$ cat src/inc/framer_regs.svh
// Constants for the serial telegram follower framer
`ifndef FRAMER_REGS_SVH
`define FRAMER_REGS_SVH
`define FRM_CLK_PERIOD_NS 25
`define FRM_DATA_BITS     8
`define FRM_CHAR_BITS     11
`define FRM_START_CHAR    8'h02
`define FRM_ADDR_FMT_BIT  7
`define FRM_BCAST_ADDR    7'h00
`define FRM_LEN_OVERHEAD  8'h02
`define FRM_FIFO_DEPTH    8
`define FRM_CHK_INIT      8'h00
`endif

$ cat src/inc/framer_pkg.sv
// State types for the serial telegram follower framer
package framer_pkg;
   typedef enum logic [4:0] {
      rs_idle = 5'h01,
      rs_len  = 5'h02,
      rs_adr  = 5'h04,
      rs_data = 5'h08,
      rs_chk  = 5'h10
   } rx_state_t;
   typedef enum logic [7:0] {
      ts_idle = 8'h01,
      ts_wait = 8'h02,
      ts_stx  = 8'h04,
      ts_len  = 8'h08,
      ts_adr  = 8'h10,
      ts_data = 8'h20,
      ts_chk  = 8'h40,
      ts_end  = 8'h80
   } tx_state_t;
endpackage

$ cat src/verilog/byte_fifo.sv
// Small synchronous FIFO with valid/ready on both sides and a flush
module byte_fifo #(
   parameter int W = 8,
   parameter int D = 8
) (
   // Clock and reset
   input  wire logic         clk,
   input  wire logic         nrst,
   input  wire logic         flush,
   // Fill side
   input  wire logic [W-1:0] in_data,
   input  wire logic         in_valid,
   output logic              in_ready,
   // Drain side
   output logic [W-1:0]      out_data,
   output logic              out_valid,
   input  wire logic         out_ready
);
   localparam int AW = (D > 1) ? $clog2(D) : 1;
   logic [W-1:0]  mem [D];
   logic [AW-1:0] wr_r;
   logic [AW-1:0] rd_r;
   logic [AW:0]   cnt_r;
   logic [AW:0]   cnt_nxt;
   logic          push;
   logic          pop;

   assign push      = in_valid && in_ready;
   assign pop       = out_valid && out_ready;
   assign out_valid = (cnt_r != '0);
   assign out_data  = mem[rd_r];

   function automatic logic [AW-1:0] inc_ptr(input logic [AW-1:0] p);
      inc_ptr = (p == AW'(D - 1)) ? '0 : p + 1'b1;
   endfunction

   always_comb begin
      cnt_nxt = cnt_r;
      if (push && !pop) begin
         cnt_nxt = cnt_r + 1'b1;
      end else if (pop && !push) begin
         cnt_nxt = cnt_r - 1'b1;
      end
   end

   always_ff @(posedge clk) begin
      if (push) begin
         mem[wr_r] <= in_data;
      end
   end

   // Ready is registered so the top sees it straight from a flop
   always_ff @(posedge clk or negedge nrst) begin
      if (!nrst) begin
         wr_r     <= '0;
         rd_r     <= '0;
         cnt_r    <= '0;
         in_ready <= 1'b0;
      end else if (flush) begin
         wr_r     <= '0;
         rd_r     <= '0;
         cnt_r    <= '0;
         in_ready <= 1'b1;
      end else begin
         if (push) wr_r <= inc_ptr(wr_r);
         if (pop) rd_r <= inc_ptr(rd_r);
         cnt_r    <= cnt_nxt;
         in_ready <= (cnt_nxt < (AW+1)'(D));
      end
   end
endmodule // byte_fifo

$ cat src/verilog/char_uart.sv
// Character serialiser and deserialiser for the half-duplex line
`include "framer_regs.svh"
module char_uart #(
   parameter int DIV_W = 16
) (
   // Clock and reset
   input  wire logic             clk,
   input  wire logic             nrst,
   // Character format
   input  wire logic [DIV_W-1:0] baud_div,
   input  wire logic             parity_en,
   input  wire logic             two_stop,
   // Receive
   input  wire logic             rx_in,
   output logic [7:0]            rx_data,
   output logic                  rx_done,
   output logic                  rx_err,
   // Transmit
   input  wire logic [7:0]       tx_data,
   input  wire logic             tx_start,
   output logic                  tx_idle,
   output logic                  tx_out
);
   logic             rx_busy_r;
   logic [DIV_W-1:0] rx_cnt_r;
   logic [3:0]       rx_bit_r;
   logic [9:0]       rx_sh_r;
   logic [3:0]       rx_last;
   logic [7:0]       rx_byte;
   logic [DIV_W-1:0] tx_cnt_r;
   logic [3:0]       tx_left_r;
   logic [12:0]      tx_sh_r;

   assign rx_last = parity_en ? 4'hA : 4'h9;
   assign rx_byte = parity_en ? rx_sh_r[8:1] : rx_sh_r[9:2];
   assign tx_idle = (tx_left_r == 4'h0);

   // Sampling at mid-bit; a glitch on the start bit restarts the hunt
   always_ff @(posedge clk or negedge nrst) begin
      if (!nrst) begin
         rx_busy_r <= 1'b0;
         rx_cnt_r  <= '0;
         rx_bit_r  <= 4'h0;
         rx_sh_r   <= 10'h000;
         rx_data   <= 8'h00;
         rx_done   <= 1'b0;
         rx_err    <= 1'b0;
      end else begin
         rx_done <= 1'b0;
         if (!rx_busy_r) begin
            if (!rx_in) begin
               rx_busy_r <= 1'b1;
               rx_cnt_r  <= baud_div >> 1;
               rx_bit_r  <= 4'h0;
            end
         end else if (rx_cnt_r != '0) begin
            rx_cnt_r <= rx_cnt_r - 1'b1;
         end else begin
            rx_cnt_r <= baud_div - 1'b1;
            rx_bit_r <= rx_bit_r + 1'b1;
            if (rx_bit_r == 4'h0) begin
               if (rx_in) rx_busy_r <= 1'b0;
            end else if (rx_bit_r == rx_last) begin
               // Stop bit: parity over data plus parity bit must be even
               rx_busy_r <= 1'b0;
               rx_done   <= 1'b1;
               rx_data   <= rx_byte;
               rx_err    <= !rx_in ||
                            (parity_en && (^rx_sh_r[9:1]));
            end else begin
               rx_sh_r <= {rx_in, rx_sh_r[9:1]};
            end
         end
      end
   end

   // Frame: start, 8 data, even parity when parity_en, stop (one or two)
   always_ff @(posedge clk or negedge nrst) begin
      if (!nrst) begin
         tx_cnt_r  <= '0;
         tx_left_r <= 4'h0;
         tx_sh_r   <= 13'h1FFF;
         tx_out    <= 1'b1;
      end else if (tx_start && tx_idle) begin
         tx_cnt_r  <= '0;
         tx_sh_r   <= parity_en ? {3'b111, ^tx_data, tx_data, 1'b0}
                                : {4'b1111, tx_data, 1'b0};
         tx_left_r <= 4'hB + {3'b000, parity_en} + {3'b000, two_stop};
      end else if (!tx_idle) begin
         if (tx_cnt_r != '0) begin
            tx_cnt_r <= tx_cnt_r - 1'b1;
         end else begin
            tx_cnt_r  <= baud_div - 1'b1;
            tx_out    <= tx_sh_r[0];
            tx_sh_r   <= {1'b1, tx_sh_r[12:1]};
            tx_left_r <= tx_left_r - 1'b1;
         end
      end
   end

   tx_parity_a: assert property (@(posedge clk) disable iff (!nrst)
      (tx_start && tx_idle && parity_en) |=> (^tx_sh_r[9:1] == 1'b0))
      else $error("transmit parity not even");
endmodule // char_uart

$ cat src/verilog/serial_telegram_follower_framer.sv
// Follower-side telegram framer for a half-duplex two-wire serial bus
`include "framer_regs.svh"
module serial_telegram_follower_framer #(
   parameter int DIV_W = 16,
   parameter int CNT_W = 24
) (
   // Clock and reset
   input  wire logic             clk,
   input  wire logic             nrst,
   // Bus pins
   input  wire logic             line_rx,
   output logic                  line_tx,
   output logic                  line_de,
   // Configuration
   input  wire logic [6:0]       own_addr,
   input  wire logic [DIV_W-1:0] baud_div,
   input  wire logic             parity_en,
   input  wire logic             two_stop,
   input  wire logic [CNT_W-1:0] min_resp_cycles,
   input  wire logic [CNT_W-1:0] max_resp_cycles,
   input  wire logic [CNT_W-1:0] max_gap_cycles,
   // Received telegram
   output logic [7:0]            rx_byte,
   output logic                  rx_byte_valid,
   output logic                  frame_ok,
   output logic                  frame_err,
   output logic                  frame_bcast,
   // Reply
   output logic                  reply_req,
   input  wire logic             reply_go,
   input  wire logic [7:0]       reply_len,
   input  wire logic [7:0]       tx_data,
   input  wire logic             tx_valid,
   output logic                  tx_ready,
   output logic                  resp_timeout
);
   logic                  rx_meta_r;
   logic                  rx_sync_r;
   logic [7:0]            u_rx_data;
   logic                  u_rx_done;
   logic                  u_rx_err;
   logic                  u_tx_idle;
   logic                  rx_take;
   framer_pkg::rx_state_t rstate_r;
   logic [7:0]            rx_chk_r;
   logic [7:0]            rx_left_r;
   logic [7:0]            addr_r;
   logic                  match_r;
   logic                  bad_r;
   logic [CNT_W-1:0]      gap_cnt_r;
   logic                  gap_over;
   framer_pkg::tx_state_t pstate_r;
   logic [CNT_W-1:0]      resp_cnt_r;
   logic [7:0]            reply_len_r;
   logic [7:0]            tx_left_r;
   logic [7:0]            tx_chk_r;
   logic [7:0]            tx_byte_r;
   logic                  tx_start_r;
   logic                  can_send;
   logic [7:0]            f_data;
   logic                  f_valid;
   logic                  f_pop;
   logic                  f_flush_r;

   // Is this address byte for us, in the 1..126 format?
   function automatic logic addr_hit(input logic [7:0] a,
                                     input logic [6:0] own);
      addr_hit = a[`FRM_ADDR_FMT_BIT] &&
                 (a[6:0] == own || a[6:0] == `FRM_BCAST_ADDR);
   endfunction

   // Two-flop synchroniser on the line input; idle line is high
   always_ff @(posedge clk or negedge nrst) begin
      if (!nrst) begin
         rx_meta_r <= 1'b1;
         rx_sync_r <= 1'b1;
      end else begin
         rx_meta_r <= line_rx;
         rx_sync_r <= rx_meta_r;
      end
   end

   char_uart #(.DIV_W(DIV_W)) u_uart (
      .clk       (clk),
      .nrst      (nrst),
      .baud_div  (baud_div),
      .parity_en (parity_en),
      .two_stop  (two_stop),
      .rx_in     (rx_sync_r),
      .rx_data   (u_rx_data),
      .rx_done   (u_rx_done),
      .rx_err    (u_rx_err),
      .tx_data   (tx_byte_r),
      .tx_start  (tx_start_r),
      .tx_idle   (u_tx_idle),
      .tx_out    (line_tx)
   );

   // Reply bytes queue here; a slow source just stalls the sender
   byte_fifo #(.W(8), .D(`FRM_FIFO_DEPTH)) u_fifo (
      .clk       (clk),
      .nrst      (nrst),
      .flush     (f_flush_r),
      .in_data   (tx_data),
      .in_valid  (tx_valid),
      .in_ready  (tx_ready),
      .out_data  (f_data),
      .out_valid (f_valid),
      .out_ready (f_pop)
   );

   // Our own echo is ignored while the driver is on
   assign rx_take  = u_rx_done && !line_de;
   assign gap_over = (rstate_r != framer_pkg::rs_idle) &&
                     (gap_cnt_r > max_gap_cycles);
   assign can_send = u_tx_idle && !tx_start_r;
   assign f_pop    = (pstate_r == framer_pkg::ts_data) && can_send;

   // Inter-character gap timer
   always_ff @(posedge clk or negedge nrst) begin
      if (!nrst) begin
         gap_cnt_r <= '0;
      end else if (rx_take || rstate_r == framer_pkg::rs_idle) begin
         gap_cnt_r <= '0;
      end else if (!gap_over) begin
         gap_cnt_r <= gap_cnt_r + 1'b1;
      end
   end

   // Receive telegram parser
   always_ff @(posedge clk or negedge nrst) begin
      if (!nrst) begin
         rstate_r      <= framer_pkg::rs_idle;
         rx_chk_r      <= `FRM_CHK_INIT;
         rx_left_r     <= 8'h00;
         addr_r        <= 8'h00;
         match_r       <= 1'b0;
         bad_r         <= 1'b0;
         rx_byte       <= 8'h00;
         rx_byte_valid <= 1'b0;
         frame_ok      <= 1'b0;
         frame_err     <= 1'b0;
         frame_bcast   <= 1'b0;
      end else begin
         rx_byte_valid <= 1'b0;
         frame_ok      <= 1'b0;
         frame_err     <= 1'b0;
         if (gap_over) begin
            rstate_r  <= framer_pkg::rs_idle;
            frame_err <= match_r;
         end else if (rx_take) begin
            rx_chk_r <= rx_chk_r ^ u_rx_data;
            if (u_rx_err) bad_r <= 1'b1;
            unique case (rstate_r)
               framer_pkg::rs_idle: begin
                  if (u_rx_data == `FRM_START_CHAR && !u_rx_err) begin
                     rstate_r <= framer_pkg::rs_len;
                     rx_chk_r <= `FRM_CHK_INIT ^ u_rx_data;
                     bad_r    <= 1'b0;
                     match_r  <= 1'b0;
                  end
               end
               framer_pkg::rs_len: begin
                  // Any length of two or more: short, long, text
                  rx_left_r <= u_rx_data - `FRM_LEN_OVERHEAD;
                  if (u_rx_data < `FRM_LEN_OVERHEAD) begin
                     rstate_r <= framer_pkg::rs_idle;
                  end else begin
                     rstate_r <= framer_pkg::rs_adr;
                  end
               end
               framer_pkg::rs_adr: begin
                  addr_r      <= u_rx_data;
                  match_r     <= addr_hit(u_rx_data, own_addr);
                  frame_bcast <= (u_rx_data[6:0] == `FRM_BCAST_ADDR);
                  rstate_r    <= (rx_left_r == 8'h00) ?
                                 framer_pkg::rs_chk : framer_pkg::rs_data;
               end
               framer_pkg::rs_data: begin
                  rx_byte       <= u_rx_data;
                  rx_byte_valid <= match_r;
                  rx_left_r     <= rx_left_r - 1'b1;
                  if (rx_left_r == 8'h01) rstate_r <= framer_pkg::rs_chk;
               end
               framer_pkg::rs_chk: begin
                  rstate_r <= framer_pkg::rs_idle;
                  if (match_r) begin
                     if (rx_chk_r == u_rx_data && !bad_r && !u_rx_err) begin
                        frame_ok <= 1'b1;
                     end else begin
                        frame_err <= 1'b1;
                     end
                  end
               end
            endcase
         end
      end
   end

   // Reply sequencer: wait window, then start, length, address, data, sum
   always_ff @(posedge clk or negedge nrst) begin
      if (!nrst) begin
         pstate_r     <= framer_pkg::ts_idle;
         resp_cnt_r   <= '0;
         reply_len_r  <= 8'h00;
         tx_left_r    <= 8'h00;
         tx_chk_r     <= `FRM_CHK_INIT;
         tx_byte_r    <= 8'h00;
         tx_start_r   <= 1'b0;
         line_de      <= 1'b0;
         reply_req    <= 1'b0;
         resp_timeout <= 1'b0;
         f_flush_r    <= 1'b0;
      end else begin
         tx_start_r   <= 1'b0;
         resp_timeout <= 1'b0;
         f_flush_r    <= 1'b0;
         unique case (pstate_r)
            framer_pkg::ts_idle: begin
               resp_cnt_r <= '0;
               // Only a clean, addressed, non-broadcast request opens a reply
               if (frame_ok && !frame_bcast) begin
                  pstate_r  <= framer_pkg::ts_wait;
                  reply_req <= 1'b1;
               end
            end
            framer_pkg::ts_wait: begin
               resp_cnt_r <= resp_cnt_r + 1'b1;
               if (rstate_r != framer_pkg::rs_idle) begin
                  // Master moved on; the old reply is stale
                  pstate_r  <= framer_pkg::ts_idle;
                  reply_req <= 1'b0;
                  f_flush_r <= 1'b1;
               end else if (reply_go && resp_cnt_r >= min_resp_cycles) begin
                  pstate_r    <= framer_pkg::ts_stx;
                  reply_req   <= 1'b0;
                  reply_len_r <= reply_len;
                  line_de     <= 1'b1;
               end else if (resp_cnt_r >= max_resp_cycles) begin
                  pstate_r     <= framer_pkg::ts_idle;
                  reply_req    <= 1'b0;
                  resp_timeout <= 1'b1;
                  f_flush_r    <= 1'b1;
               end
            end
            framer_pkg::ts_stx: begin
               if (can_send) begin
                  tx_byte_r  <= `FRM_START_CHAR;
                  tx_start_r <= 1'b1;
                  tx_chk_r   <= `FRM_CHK_INIT ^ `FRM_START_CHAR;
                  pstate_r   <= framer_pkg::ts_len;
               end
            end
            framer_pkg::ts_len: begin
               if (can_send) begin
                  tx_byte_r  <= reply_len_r + `FRM_LEN_OVERHEAD;
                  tx_start_r <= 1'b1;
                  tx_chk_r   <= tx_chk_r ^ (reply_len_r + `FRM_LEN_OVERHEAD);
                  pstate_r   <= framer_pkg::ts_adr;
               end
            end
            framer_pkg::ts_adr: begin
               if (can_send) begin
                  tx_byte_r  <= addr_r;
                  tx_start_r <= 1'b1;
                  tx_chk_r   <= tx_chk_r ^ addr_r;
                  tx_left_r  <= reply_len_r;
                  pstate_r   <= (reply_len_r == 8'h00) ?
                                framer_pkg::ts_chk : framer_pkg::ts_data;
               end
            end
            framer_pkg::ts_data: begin
               // An empty queue stretches the character gap; keep it fed
               if (can_send && f_valid) begin
                  tx_byte_r  <= f_data;
                  tx_start_r <= 1'b1;
                  tx_chk_r   <= tx_chk_r ^ f_data;
                  tx_left_r  <= tx_left_r - 1'b1;
                  if (tx_left_r == 8'h01) pstate_r <= framer_pkg::ts_chk;
               end
            end
            framer_pkg::ts_chk: begin
               if (can_send) begin
                  tx_byte_r  <= tx_chk_r;
                  tx_start_r <= 1'b1;
                  pstate_r   <= framer_pkg::ts_end;
               end
            end
            framer_pkg::ts_end: begin
               // Hold the driver until the last stop bit has left
               if (can_send) begin
                  line_de  <= 1'b0;
                  pstate_r <= framer_pkg::ts_idle;
               end
            end
         endcase
      end
   end

   de_reply_only_a: assert property (@(posedge clk) disable iff (!nrst)
      line_de |-> !(pstate_r inside {framer_pkg::ts_idle,
                                     framer_pkg::ts_wait}))
      else $error("driver on outside a reply");

   start_char_a: assert property (@(posedge clk) disable iff (!nrst)
      (rstate_r == framer_pkg::rs_idle && rx_take && !gap_over &&
       u_rx_data != `FRM_START_CHAR) |=> rstate_r == framer_pkg::rs_idle)
      else $error("telegram opened without start character");

   chk_clear_a: assert property (@(posedge clk) disable iff (!nrst)
      (rstate_r == framer_pkg::rs_idle ##1 rstate_r == framer_pkg::rs_len)
      |-> rx_chk_r == (`FRM_CHK_INIT ^ `FRM_START_CHAR))
      else $error("checksum not cleared at telegram start");

   addr_echo_a: assert property (@(posedge clk) disable iff (!nrst)
      (pstate_r == framer_pkg::ts_adr && can_send)
      |=> tx_start_r && tx_byte_r == addr_r)
      else $error("reply address differs from request");

   len_byte_a: assert property (@(posedge clk) disable iff (!nrst)
      (pstate_r == framer_pkg::ts_len && can_send)
      |=> tx_byte_r == reply_len_r + `FRM_LEN_OVERHEAD)
      else $error("reply length byte wrong");

   min_delay_a: assert property (@(posedge clk) disable iff (!nrst)
      (pstate_r == framer_pkg::ts_stx &&
       $past(pstate_r) == framer_pkg::ts_wait)
      |-> $past(resp_cnt_r) >= min_resp_cycles)
      else $error("reply started before minimum delay");

   max_delay_a: assert property (@(posedge clk) disable iff (!nrst)
      (pstate_r == framer_pkg::ts_wait && resp_cnt_r >= max_resp_cycles &&
       !reply_go && rstate_r == framer_pkg::rs_idle)
      |=> resp_timeout ##1 !resp_timeout)
      else $error("response timeout not flagged");

   gap_abort_a: assert property (@(posedge clk) disable iff (!nrst)
      gap_over |=> rstate_r == framer_pkg::rs_idle)
      else $error("telegram kept after long gap");

   bcast_silent_a: assert property (@(posedge clk) disable iff (!nrst)
      (frame_ok && frame_bcast && pstate_r == framer_pkg::ts_idle)
      |=> !reply_req [*2])
      else $error("reply requested for broadcast");

   bad_silent_a: assert property (@(posedge clk) disable iff (!nrst)
      (frame_err && pstate_r == framer_pkg::ts_idle) |=> !reply_req)
      else $error("reply requested for bad telegram");
endmodule // serial_telegram_follower_framer

$ cat config.mk
export PLATFORM = sky130hd
export DESIGN_NAME = serial_telegram_follower_framer
export DESIGN_NICKNAME = d
export VERILOG_FILES = /design/src/inc/framer_pkg.sv /design/src/verilog/byte_fifo.sv /design/src/verilog/char_uart.sv /design/src/verilog/serial_telegram_follower_framer.sv
export VERILOG_INCLUDE_DIRS = /design/src /design/src/inc
export SDC_FILE = /design/constraint.sdc
export NUM_CORES = 1
export LEC_CHECK = 0
export BUFFER_PORTS_ARGS = -buffer_cell sky130_fd_sc_hd__buf_2
export CORE_UTILIZATION = 26
export CTS_BUF_LIST = sky130_fd_sc_hd__clkbuf_16
export CTS_CLUSTER_SIZE = 14
export DETAILED_ROUTE_END_ITERATION = 16
export PLACE_DENSITY = 0.41
export SETUP_SLACK_MARGIN = 0.5
export SYNTH_ARGS = -nofsm -noshare
export SYNTH_HDL_FRONTEND = slang
export SYNTH_SLANG_ARGS = --single-unit
$ cat constraint.sdc
create_clock -name clk -period 4.02 [get_ports clk]
set_clock_uncertainty 0.1 [all_clocks]
set_input_delay 0.603 -clock clk [delete_from_list [all_inputs] [get_ports clk]]
set_output_delay 0.603 -clock clk [all_outputs]
set_load 0.05 [all_outputs]
==> out/results.txt, run 1 <==
critical-path cell list: ha_1, a21o_1, a221o_1, a221oi_2, o211a_1, o211ai_2, or4_1, a21oi_1
height of the die: 253 um
register area share after synthesis: 45.3%
worst slew pin tran: 1040 ps
Most used DFF post-synth: dfrtp_1
#FFs+latches synth: 284
DR iter-0 viols: 820
gr ovfl total: 0
area grow syn2layout: 18.6%
WHS: 43.1 ps
Synth Net Count: 1,899
Max Cap Violations: 0
Worst EP arrival: 3680 ps
number of flops mapped to enable cells by yosys: 64
library cells used by synthesis: 81
Layout fillers: 6,445
Setup TNS: 0 ps
final net count: 2,039
final WL: 46.1 mm
fraction of layout cells with a size suffix above 1: 16.8%
cell count after synthesis: 1,684
area leader, netlist: dfrtp_1
largest cells by area after synthesis: dfrtp_1 (31%), edfxtp_1 (12%), ha_1 (7.4%)
Clk Latency, worst-skew pair: 570 ps
pwr dens: 395 nW/um2
die span in x: 253 um
Warnings, synthesis: 0
Clock Sinks: 284
initial core utilization: 26.5%
CTS Buf Count: 39
leak pwr: 8.56 nW
HP Class: in2reg
Post-Syn Area per Cell: 9.75 um2
WL/cell: 17.1 um
Via density: 4.87
status: completed
startpoint class of the critical path: flip-flop
Required @ worst endpoint: 4390 ps
Max Slew Vio Count: 0
CTS root buf: clkbuf_16
Worst VDD drop: 0.290 mV
Longest Clk Path Bufs: 3
pre-CTS setup slack: 254 ps
Synth async-reset ratio: 77.5%
worst-path fanout max: 20
Hold Violations, Final: 0
final worst path period need: 3310 ps
synthesized area: 16,400 um2
post-route ant nets: 0
most instantiated library cell after synthesis: dfrtp_1
CTS tree: built
fmax: 0.302 GHz
slowest stage cell, crit path: or4_1
slew margin rel.: 29.9%
overall routing resource usage: 14.6%
drc violations: 0
RSZ-0062 raised after global routing: true
1st-pass router iterations: 5
vias in the first global route: 13.1k
DR vias: 13.1k
die area: 64,200 um2
Yosys top cell area share: 31.2%
CP max stage delay: 600 ps
Ports: 135
clock-pin slew of the registers on the worst-case setup and hold paths: 50 ps
CP Capture Type: flip-flop
worst setup path class: reg2reg
post-route setup slack: 711 ps
post-CTS setup buffers: 0
largest net degree at the start of global routing: 118
setup violators final: 0
HPWL Detailed: 32.8 mm
first-pass GRT wire length: 73.9 mm
initial antenna violation count: 0
std cell rows: 91
top post-synthesis cells by count: dfrtp_1 (205), nand2_1 (157), o21ai_0 (144)
Buffers on Ports: 134
Core Area: 62,100 um2
final worst path period share: 82.3%
Routability Congestion: 0.783
Final Power: 0.00769 W
H-tree depth: 2
[power breakdown]
group / internal [W] / switching, W / leakage [nW]
combinational: 0.000345 / 0.000449 / 4.43
sequential: 0.00315 / 0.000185 / 3.45
clock: 0.00216 / 0.00140 / 0.674
[per-layer routing]
layer,GRT usage [%],vias to the layer above,wire length (um)
met4,4.71,0,1120
met1,20.3,6362,22200
li1,-,6424,-
met3,1.93,67,1790
met2,23.2,243,21000
met5,0,-,0
[cells in the final DEF (no fill, tap or decap), types with 25 or more instances in the layout]
master / n
a21oi_1: 110
buf_2: 133
buf_4: 29
clkbuf_16: 39
dfrtp_1: 205
edfxtp_1: 64
ha_1: 97
inv_1: 124
mux2_2: 39
mux2i_1: 35
nand2_1: 157
nand3_1: 51
nand4_1: 26
nor2_1: 122
nor3_1: 32
nor4_1: 27
o21ai_0: 143
or3_1: 25
xnor2_1: 45
xor2_1: 33
[worst max-delay path, delay by kind of cell (launching register included)]
family	cells	cell delay (ps)
flops	1	450
fa+ha+maj	1	320
simple gates	1	600
compound gates	6	1760
[logic make-up (layout without fill, tap and decap cells)]
logic type	Yosys count	count (layout)	synth area share, %
AND/OR/NAND/NOR	549	549	16.8
buffers and inverters	181	350	4.28
XOR/XNOR	78	78	4.16
AO/OA/AOI/OAI	405	405	15.0
flip-flops	284	284	45.3
multiplexers	90	90	7.00
adder cells (fa/ha/maj)	97	97	7.39
other	0	1	0
[path summary, 6_finish.rpt]
| path | start | cells past startpoint | slack (ps) | to |
|---|---|---|---|---|
| min in group asynchronous | nrst | 2 | 360 | u_fifo.cnt_r[3] |
| hold / removal | line_rx | 1 | 40 | rx_meta_r |
| hold reg to reg | rx_meta_r | 0 | 250 | rx_sync_r |
| max in group asynchronous | nrst | 3 | 2490 | gap_cnt_r[19] |
| setup / recovery | gap_cnt_r[2] | 8 | 710 | gap_cnt_r[16] |
| setup reg to reg | gap_cnt_r[2] | 8 | 710 | gap_cnt_r[16] |
[registers in the layout, summed over array words and instances, names as in the netlist, 9 cells and up]
signal and flops:
gap_cnt_r 24, resp_cnt_r 24, u_uart.tx_cnt_r 16, u_uart.rx_sh_r 9
u_uart.tx_sh_r 10, u_fifo.mem 64, u_uart.rx_cnt_r 16
[through the flow]
stage | cell area (um2) | std cells | utilization [%]
4_1_cts | 19500 | 2690 | 31.4
3_3_place_gp | 18200 | 2619 | 29.3
2_1_floorplan | 16400 | 1684 | -
5_1_grt | 19500 | 2690 | 31.4
6_report | 19500 | 2691 | 31.4
3_5_place_dp | 18200 | 2619 | 29.3
[timing repair]
item | 4_1_cts | 5_1_grt
hold endpoints to repair | 18 | 0
resized for setup | 0 | 1
hold buffers | 1 | 0
endpoints found under the setup margin | 0 | 10
[cell type report]
cell class | count | area, um2 | share of cell area [%]
Antenna cell | 1 | 2.50 | 0.0128
Sequential cell | 284 | 7450 | 38.2
Multi-Input combinational cell | 1219 | 8310 | 42.6
Clock buffer | 39 | 976 | 5.01
Timing Repair Buffer | 166 | 948 | 4.87
Tap cell | 837 | 1050 | 5.38
Clock inverter | 31 | 327 | 1.68
Inverter | 114 | 428 | 2.20
No activity file was read; power rests on OpenSTA's default activity.
==> inputs of run 2 (changes only) <==
- PLACE_DENSITY: 0.41 -> 0.43
- clock period: 4.02 -> 2.85 ns (I/O delays scaled with it)
==> out/results.txt, run 2 (same netlist as run 1, synthesis figures left out) <==
overall routing resource usage: 15.0%
setup violators final: 0
H-tree depth: 2
HPWL Detailed: 34.4 mm
Largest Register: u_fifo.mem
Max Slew Vio Count: 0
Longest Clk Path Bufs: 3
clock-pin slew of the registers on the worst-case setup and hold paths: 60 ps
CTS Buf Count: 37
final net count: 2,231
Clk Latency, worst-skew pair: 570 ps
worst slew pin tran: 620 ps
post-route setup slack: 51.7 ps
CTS root buf: clkbuf_16
number of inserted diodes: 0
max FFs per register: 64
std cell rows: 91
fmax: 0.357 GHz
vias in the first global route: 13.9k
commonest non-fill, non-tap cell in the layout: dfrtp_1
Buffers on Ports: 134
Worst VDD drop: 0.421 mV
Hold Violations, Final: 0
initial antenna violation count: 0
RSZ-0062 raised after global routing: true
Max Cap Violations: 0
pre-CTS setup slack: -181 ps
WHS: 30.0 ps
Core Area: 62,100 um2
die span in x: 253 um
CTS tree: built
Worst Reg-to-Reg Cells: 9
worst-path fanout max: 10
leak pwr: 9.80 nW
status: completed
fraction of layout cells with a size suffix above 1: 32.0%
largest net degree at the start of global routing: 72
drc violations: 0
worst hold endpoint: u_fifo.mem[2][3]
final WL: 49.1 mm
final worst path period need: 2800 ps
die area: 64,200 um2
Required @ worst endpoint: 3210 ps
Largest regs: u_fifo.mem (64), gap_cnt_r (24), resp_cnt_r (24)
HP Class: in2reg
Ports: 135
Hold Path Depth: 1
fin util: 35.9%
most frequent cells in the layout: dfrtp_1 (197), buf_4 (161), nand2_1 (136), buf_2 (133), inv_1 (108)
WL/cell: 17.0 um
Hold Startpoint: tx_data[3]
first-pass GRT wire length: 76.3 mm
startpoint class of the critical path: flip-flop
DR iter-0 viols: 689
Worst EP arrival: 3160 ps
pwr dens: 471 nW/um2
area grow syn2layout: 35.8%
gr ovfl total: 0
flop2flop setup slack: 50 ps
final worst path period share: 98.2%
FF-to-FF End: addr_r[0]
Routability Congestion: 0.804
worst reg2reg startpoint: gap_cnt_r[9]
height of the die: 253 um
Via density: 4.83
CP Capture Type: flip-flop
1st-pass router iterations: 5
DR vias: 13.9k
initial core utilization: 26.5%
slew margin rel.: 58.7%
worst setup path class: reg2reg
Clock Sinks: 284
post-route ant nets: 0
[run 2: cell types whose count changed in the layout (fill, tap and decap cells not counted), sizes merged, moves of 5 or more]
| cell | delta |
|---|---|
| dlygate4sd3 | +11 |
| clkinv | +5 |
| buf | +179 |
| bufinv | -6 |
[run 2: final cells by class]
type	instances	area, um2
clock buffer	37	926
clock inverter	31	193
fill	6231	39800
inverter	114	453
multi-input combinational	1220	9460
sequential	284	7460
tap	837	1050
timing repair buffer	359	2770
[run 2: power by group]
part / internal [W] / switching [W]
logic: 0.000676 / 0.000764
registers: 0.00444 / 0.000261
clock network: 0.00240 / 0.00195
[run 2: routing by layer]
metal,wire length [um],track usage [%]
met5,0,0
met4,938,4.21
met3,1720,2.23
met2,23100,24.5
met1,23300,20.3
[run 2: how the worst max path moves through the flow]
stage / start / endpoint / slack (ps) / depth (start not counted)
after CTS: gap_cnt_r[2] / gap_cnt_r[23] / 50 / 9
after detailed placement: max_gap_cycles[3] / rx_byte[6] / -180 / 10
after global routing: gap_cnt_r[2] / rx_byte[0] / -40 / 9
final: gap_cnt_r[9] / addr_r[0] / 50 / 9
after global placement: max_gap_cycles[3] / rx_byte[6] / -140 / 10
after floorplan: gap_cnt_r[3] / gap_cnt_r[16] / 230 / 10
[run 2: critical path, cell delays in order (launching register included)]
cell	delay (ps)
dfrtp_1	400
ha_1	310
nand4_1	130
or4_4	610
o21ai_4	230
buf_4	150
nand2_2	70
a21oi_2	180
buf_12	170
mux2_2	340
[run 2: what timing repair did]
item | 4_1_cts | 5_1_grt
cloned | 2 | 7
hold buffers | 12 | 0
hold endpoints to repair | 75 | 0
setup endpoints to repair | 172 | 185
resized for setup | 76 | 205
pin swaps | 43 | 66
buffers inserted | 38 | 25
[run 2: stage by stage]
stage / setup TNS, ps / power, W / instances / cell area [um2]
floorplan: 0 / 0.00547 / 1684 / 16800
global placement: -4100 / 0.00597 / 2730 / 19400
detailed placement: -5780 / 0.00599 / 2730 / 19400
CTS: 0 / 0.0105 / 2850 / 21300
global route: -666 / 0.0110 / 2882 / 22300
finish: 0 / 0.0105 / 2882 / 22300
==> inputs of run 3 (changes only) <==
- REMOVE_ABC_BUFFERS: unset -> 1
==> out/results.txt, run 3 (same netlist as run 1, synthesis figures left out) <==
most frequent cells in the layout: dfrtp_1 (201), buf_4 (144), nand2_1 (136), buf_2 (133), inv_1 (115)
initial antenna violation count: 0
pre-CTS setup slack: -301 ps
Routability Congestion: 0.788
post-route ant nets: 0
Max Cap Violations: 0
critical-path cell list: ha_1, a21o_1, a221o_1, a221oi_4, buf_4, o2111ai_4, a21oi_4, buf_6, mux2_4
Hold Violations, Final: 0
drc violations: 0
fraction of layout cells with a size suffix above 1: 30.0%
post-route setup slack: 3.28 ps
final net count: 2,216
WL/cell: 16.7 um
final worst path period share: 99.9%
CTS Buf Count: 38
CP max stage delay: 390 ps
Clock power frac: 42.5%
Hold Path Depth: 1
Buffers on Ports: 134
Required @ worst endpoint: 3170 ps
post-route design area: 22,100 um2
CTS root buf: clkbuf_16
slew margin rel.: 47.0%
area grow syn2layout: 34.4%
worst setup path class: reg2reg
Worst EP arrival: 3160 ps
worst-path fanout max: 5
status: completed
HP Class: in2reg
CP bufs+invs: 2
slowest stage cell, crit path: dfrtp_1
final worst path period need: 2850 ps
Hold Startpoint: tx_data[2]
gr ovfl total: 0
1st-pass router iterations: 5
Clk Latency, worst-skew pair: 550 ps
leak pwr: 9.69 nW
die area: 64,200 um2
setup violators final: 0
Longest Clk Path Bufs: 3
Ports: 135
Largest Register: u_fifo.mem
die span in x: 253 um
initial core utilization: 26.5%
std cell rows: 91
Seq pwr share: 44.3%
Gate power share: 13.2%
Max Slew Vio Count: 0
Largest regs: u_fifo.mem (64), gap_cnt_r (24), resp_cnt_r (24)
Core Area: 62,100 um2
max FFs per register: 64
worst reg2reg startpoint: gap_cnt_r[2]
final WL: 47.9 mm
CP Capture Type: flip-flop
DP Area: 19,000 um2
clock-pin slew of the registers on the worst-case setup and hold paths: 60 ps
H-tree depth: 2
HPWL Detailed: 33.6 mm
Clock Sinks: 284
number of inserted diodes: 0
dpl cells: 2,723
Worst Setup SP: gap_cnt_r[2]
RSZ-0062 raised after global routing: true
fin cells: 2,867
pwr dens: 481 nW/um2
commonest non-fill, non-tap cell in the layout: dfrtp_1
overall routing resource usage: 14.9%
Sw Pwr: 0.00287 W
largest net degree at the start of global routing: 62
Worst Reg-to-Reg Cells: 9
worst slew pin tran: 793 ps
vias in the first global route: 13.8k
DR iter-0 viols: 795
fmax: 0.351 GHz
startpoint class of the critical path: flip-flop
Worst VDD drop: 0.354 mV
first-pass GRT wire length: 76.1 mm
switch share: 27.0%
CTS tree: built
FF-to-FF End: addr_r[0]
worst hold endpoint: u_fifo.mem[2][2]
CP Depth: 9
flop2flop setup slack: 3 ps
height of the die: 253 um
DR vias: 13.8k
cell family with most CP delay: compound AO/OA/AOI/OAI gates
Int Pwr: 0.00775 W
Via density: 4.82
==> run 3: changes by cell type in the layout (fill, tap and decap cells not counted), sizes merged <==
cell         previous run  this run
clkinv                 16        18
clkinvlp                2         4
dlygate4sd3            12        10
inv                   127       119
buf                   344       332
clkbuf                 40        43
==> run 3: power groups by stage <==
stage / Combinational [W] / Clock [W] / Sequential [W]
after CTS: 0.00129 / 0.00470 / 0.00469
after global placement: 0.00118 / 0 / 0.00474
final: 0.00140 / 0.00451 / 0.00470
after detailed placement: 0.00120 / 0 / 0.00475
after global routing: 0.00158 / 0.00485 / 0.00474
after floorplan: 0.000707 / 0 / 0.00472
==> run 3: how the worst max path moves through the flow <==
stage / end / slack, ps
after floorplan: u_uart.rx_err / -470
final: addr_r[0] / 3
after CTS: addr_r[0] / 10
after detailed placement: reply_len_r[2] / -300
after global routing: addr_r[0] / -80
after global placement: reply_len_r[0] / -300
==> run 3: through the flow <==
| stage | hold WS [ps] | total power (W) | setup TNS (ps) | utilization [%] |
|---|---|---|---|---|
| 6_report | 71.4 | 0.0106 | 0 | 35.6 |
| 5_1_grt | 51.0 | 0.0112 | -2460 | 35.6 |
| 4_1_cts | 35.5 | 0.0107 | 0 | 34.2 |
| 3_5_place_dp | 247 | 0.00595 | -10770 | 30.6 |
| 3_3_place_gp | 246 | 0.00592 | -7500 | 30.6 |
| 2_1_floorplan | 31.9 | 0.00543 | -8400 | - |
==> run 3: area by class of cell <==
class	instances	area, um2
Clock inverter	27	129
Timing Repair Buffer	343	2670
Fill cell	6256	40000
Tap cell	837	1050
Multi-Input combinational cell	1220	9290
Clock buffer	42	1050
Sequential cell	284	7450
Inverter	114	440
==> run 3: timing repair <==
action / in CTS / in global routing
endpoints found under the hold margin: 64 / 0
hold buffers: 10 / 0
cloned: 7 / 1
setup buffers: 34 / 23
pin swaps: 50 / 55
gates resized for setup: 138 / 170
setup endpoints to repair: 193 / 188
==> run 3: worst reg2reg max path, delay by kind of cell (launching register included) <==
kind | cells | cell delay (ps)
AOI/OAI and AO/OA | 5 | 1290
adders and majority gates | 1 | 290
buffers and inverters | 2 | 350
DFF | 1 | 390
muxes | 1 | 310
==> run 3: metal layers <==
metal | wire (um) | global-route usage (%)
met1 | 23200 | 20.7
met3 | 1750 | 2.51
met5 | 0 | 0
met2 | 21900 | 23.7
met4 | 1080 | 4.05
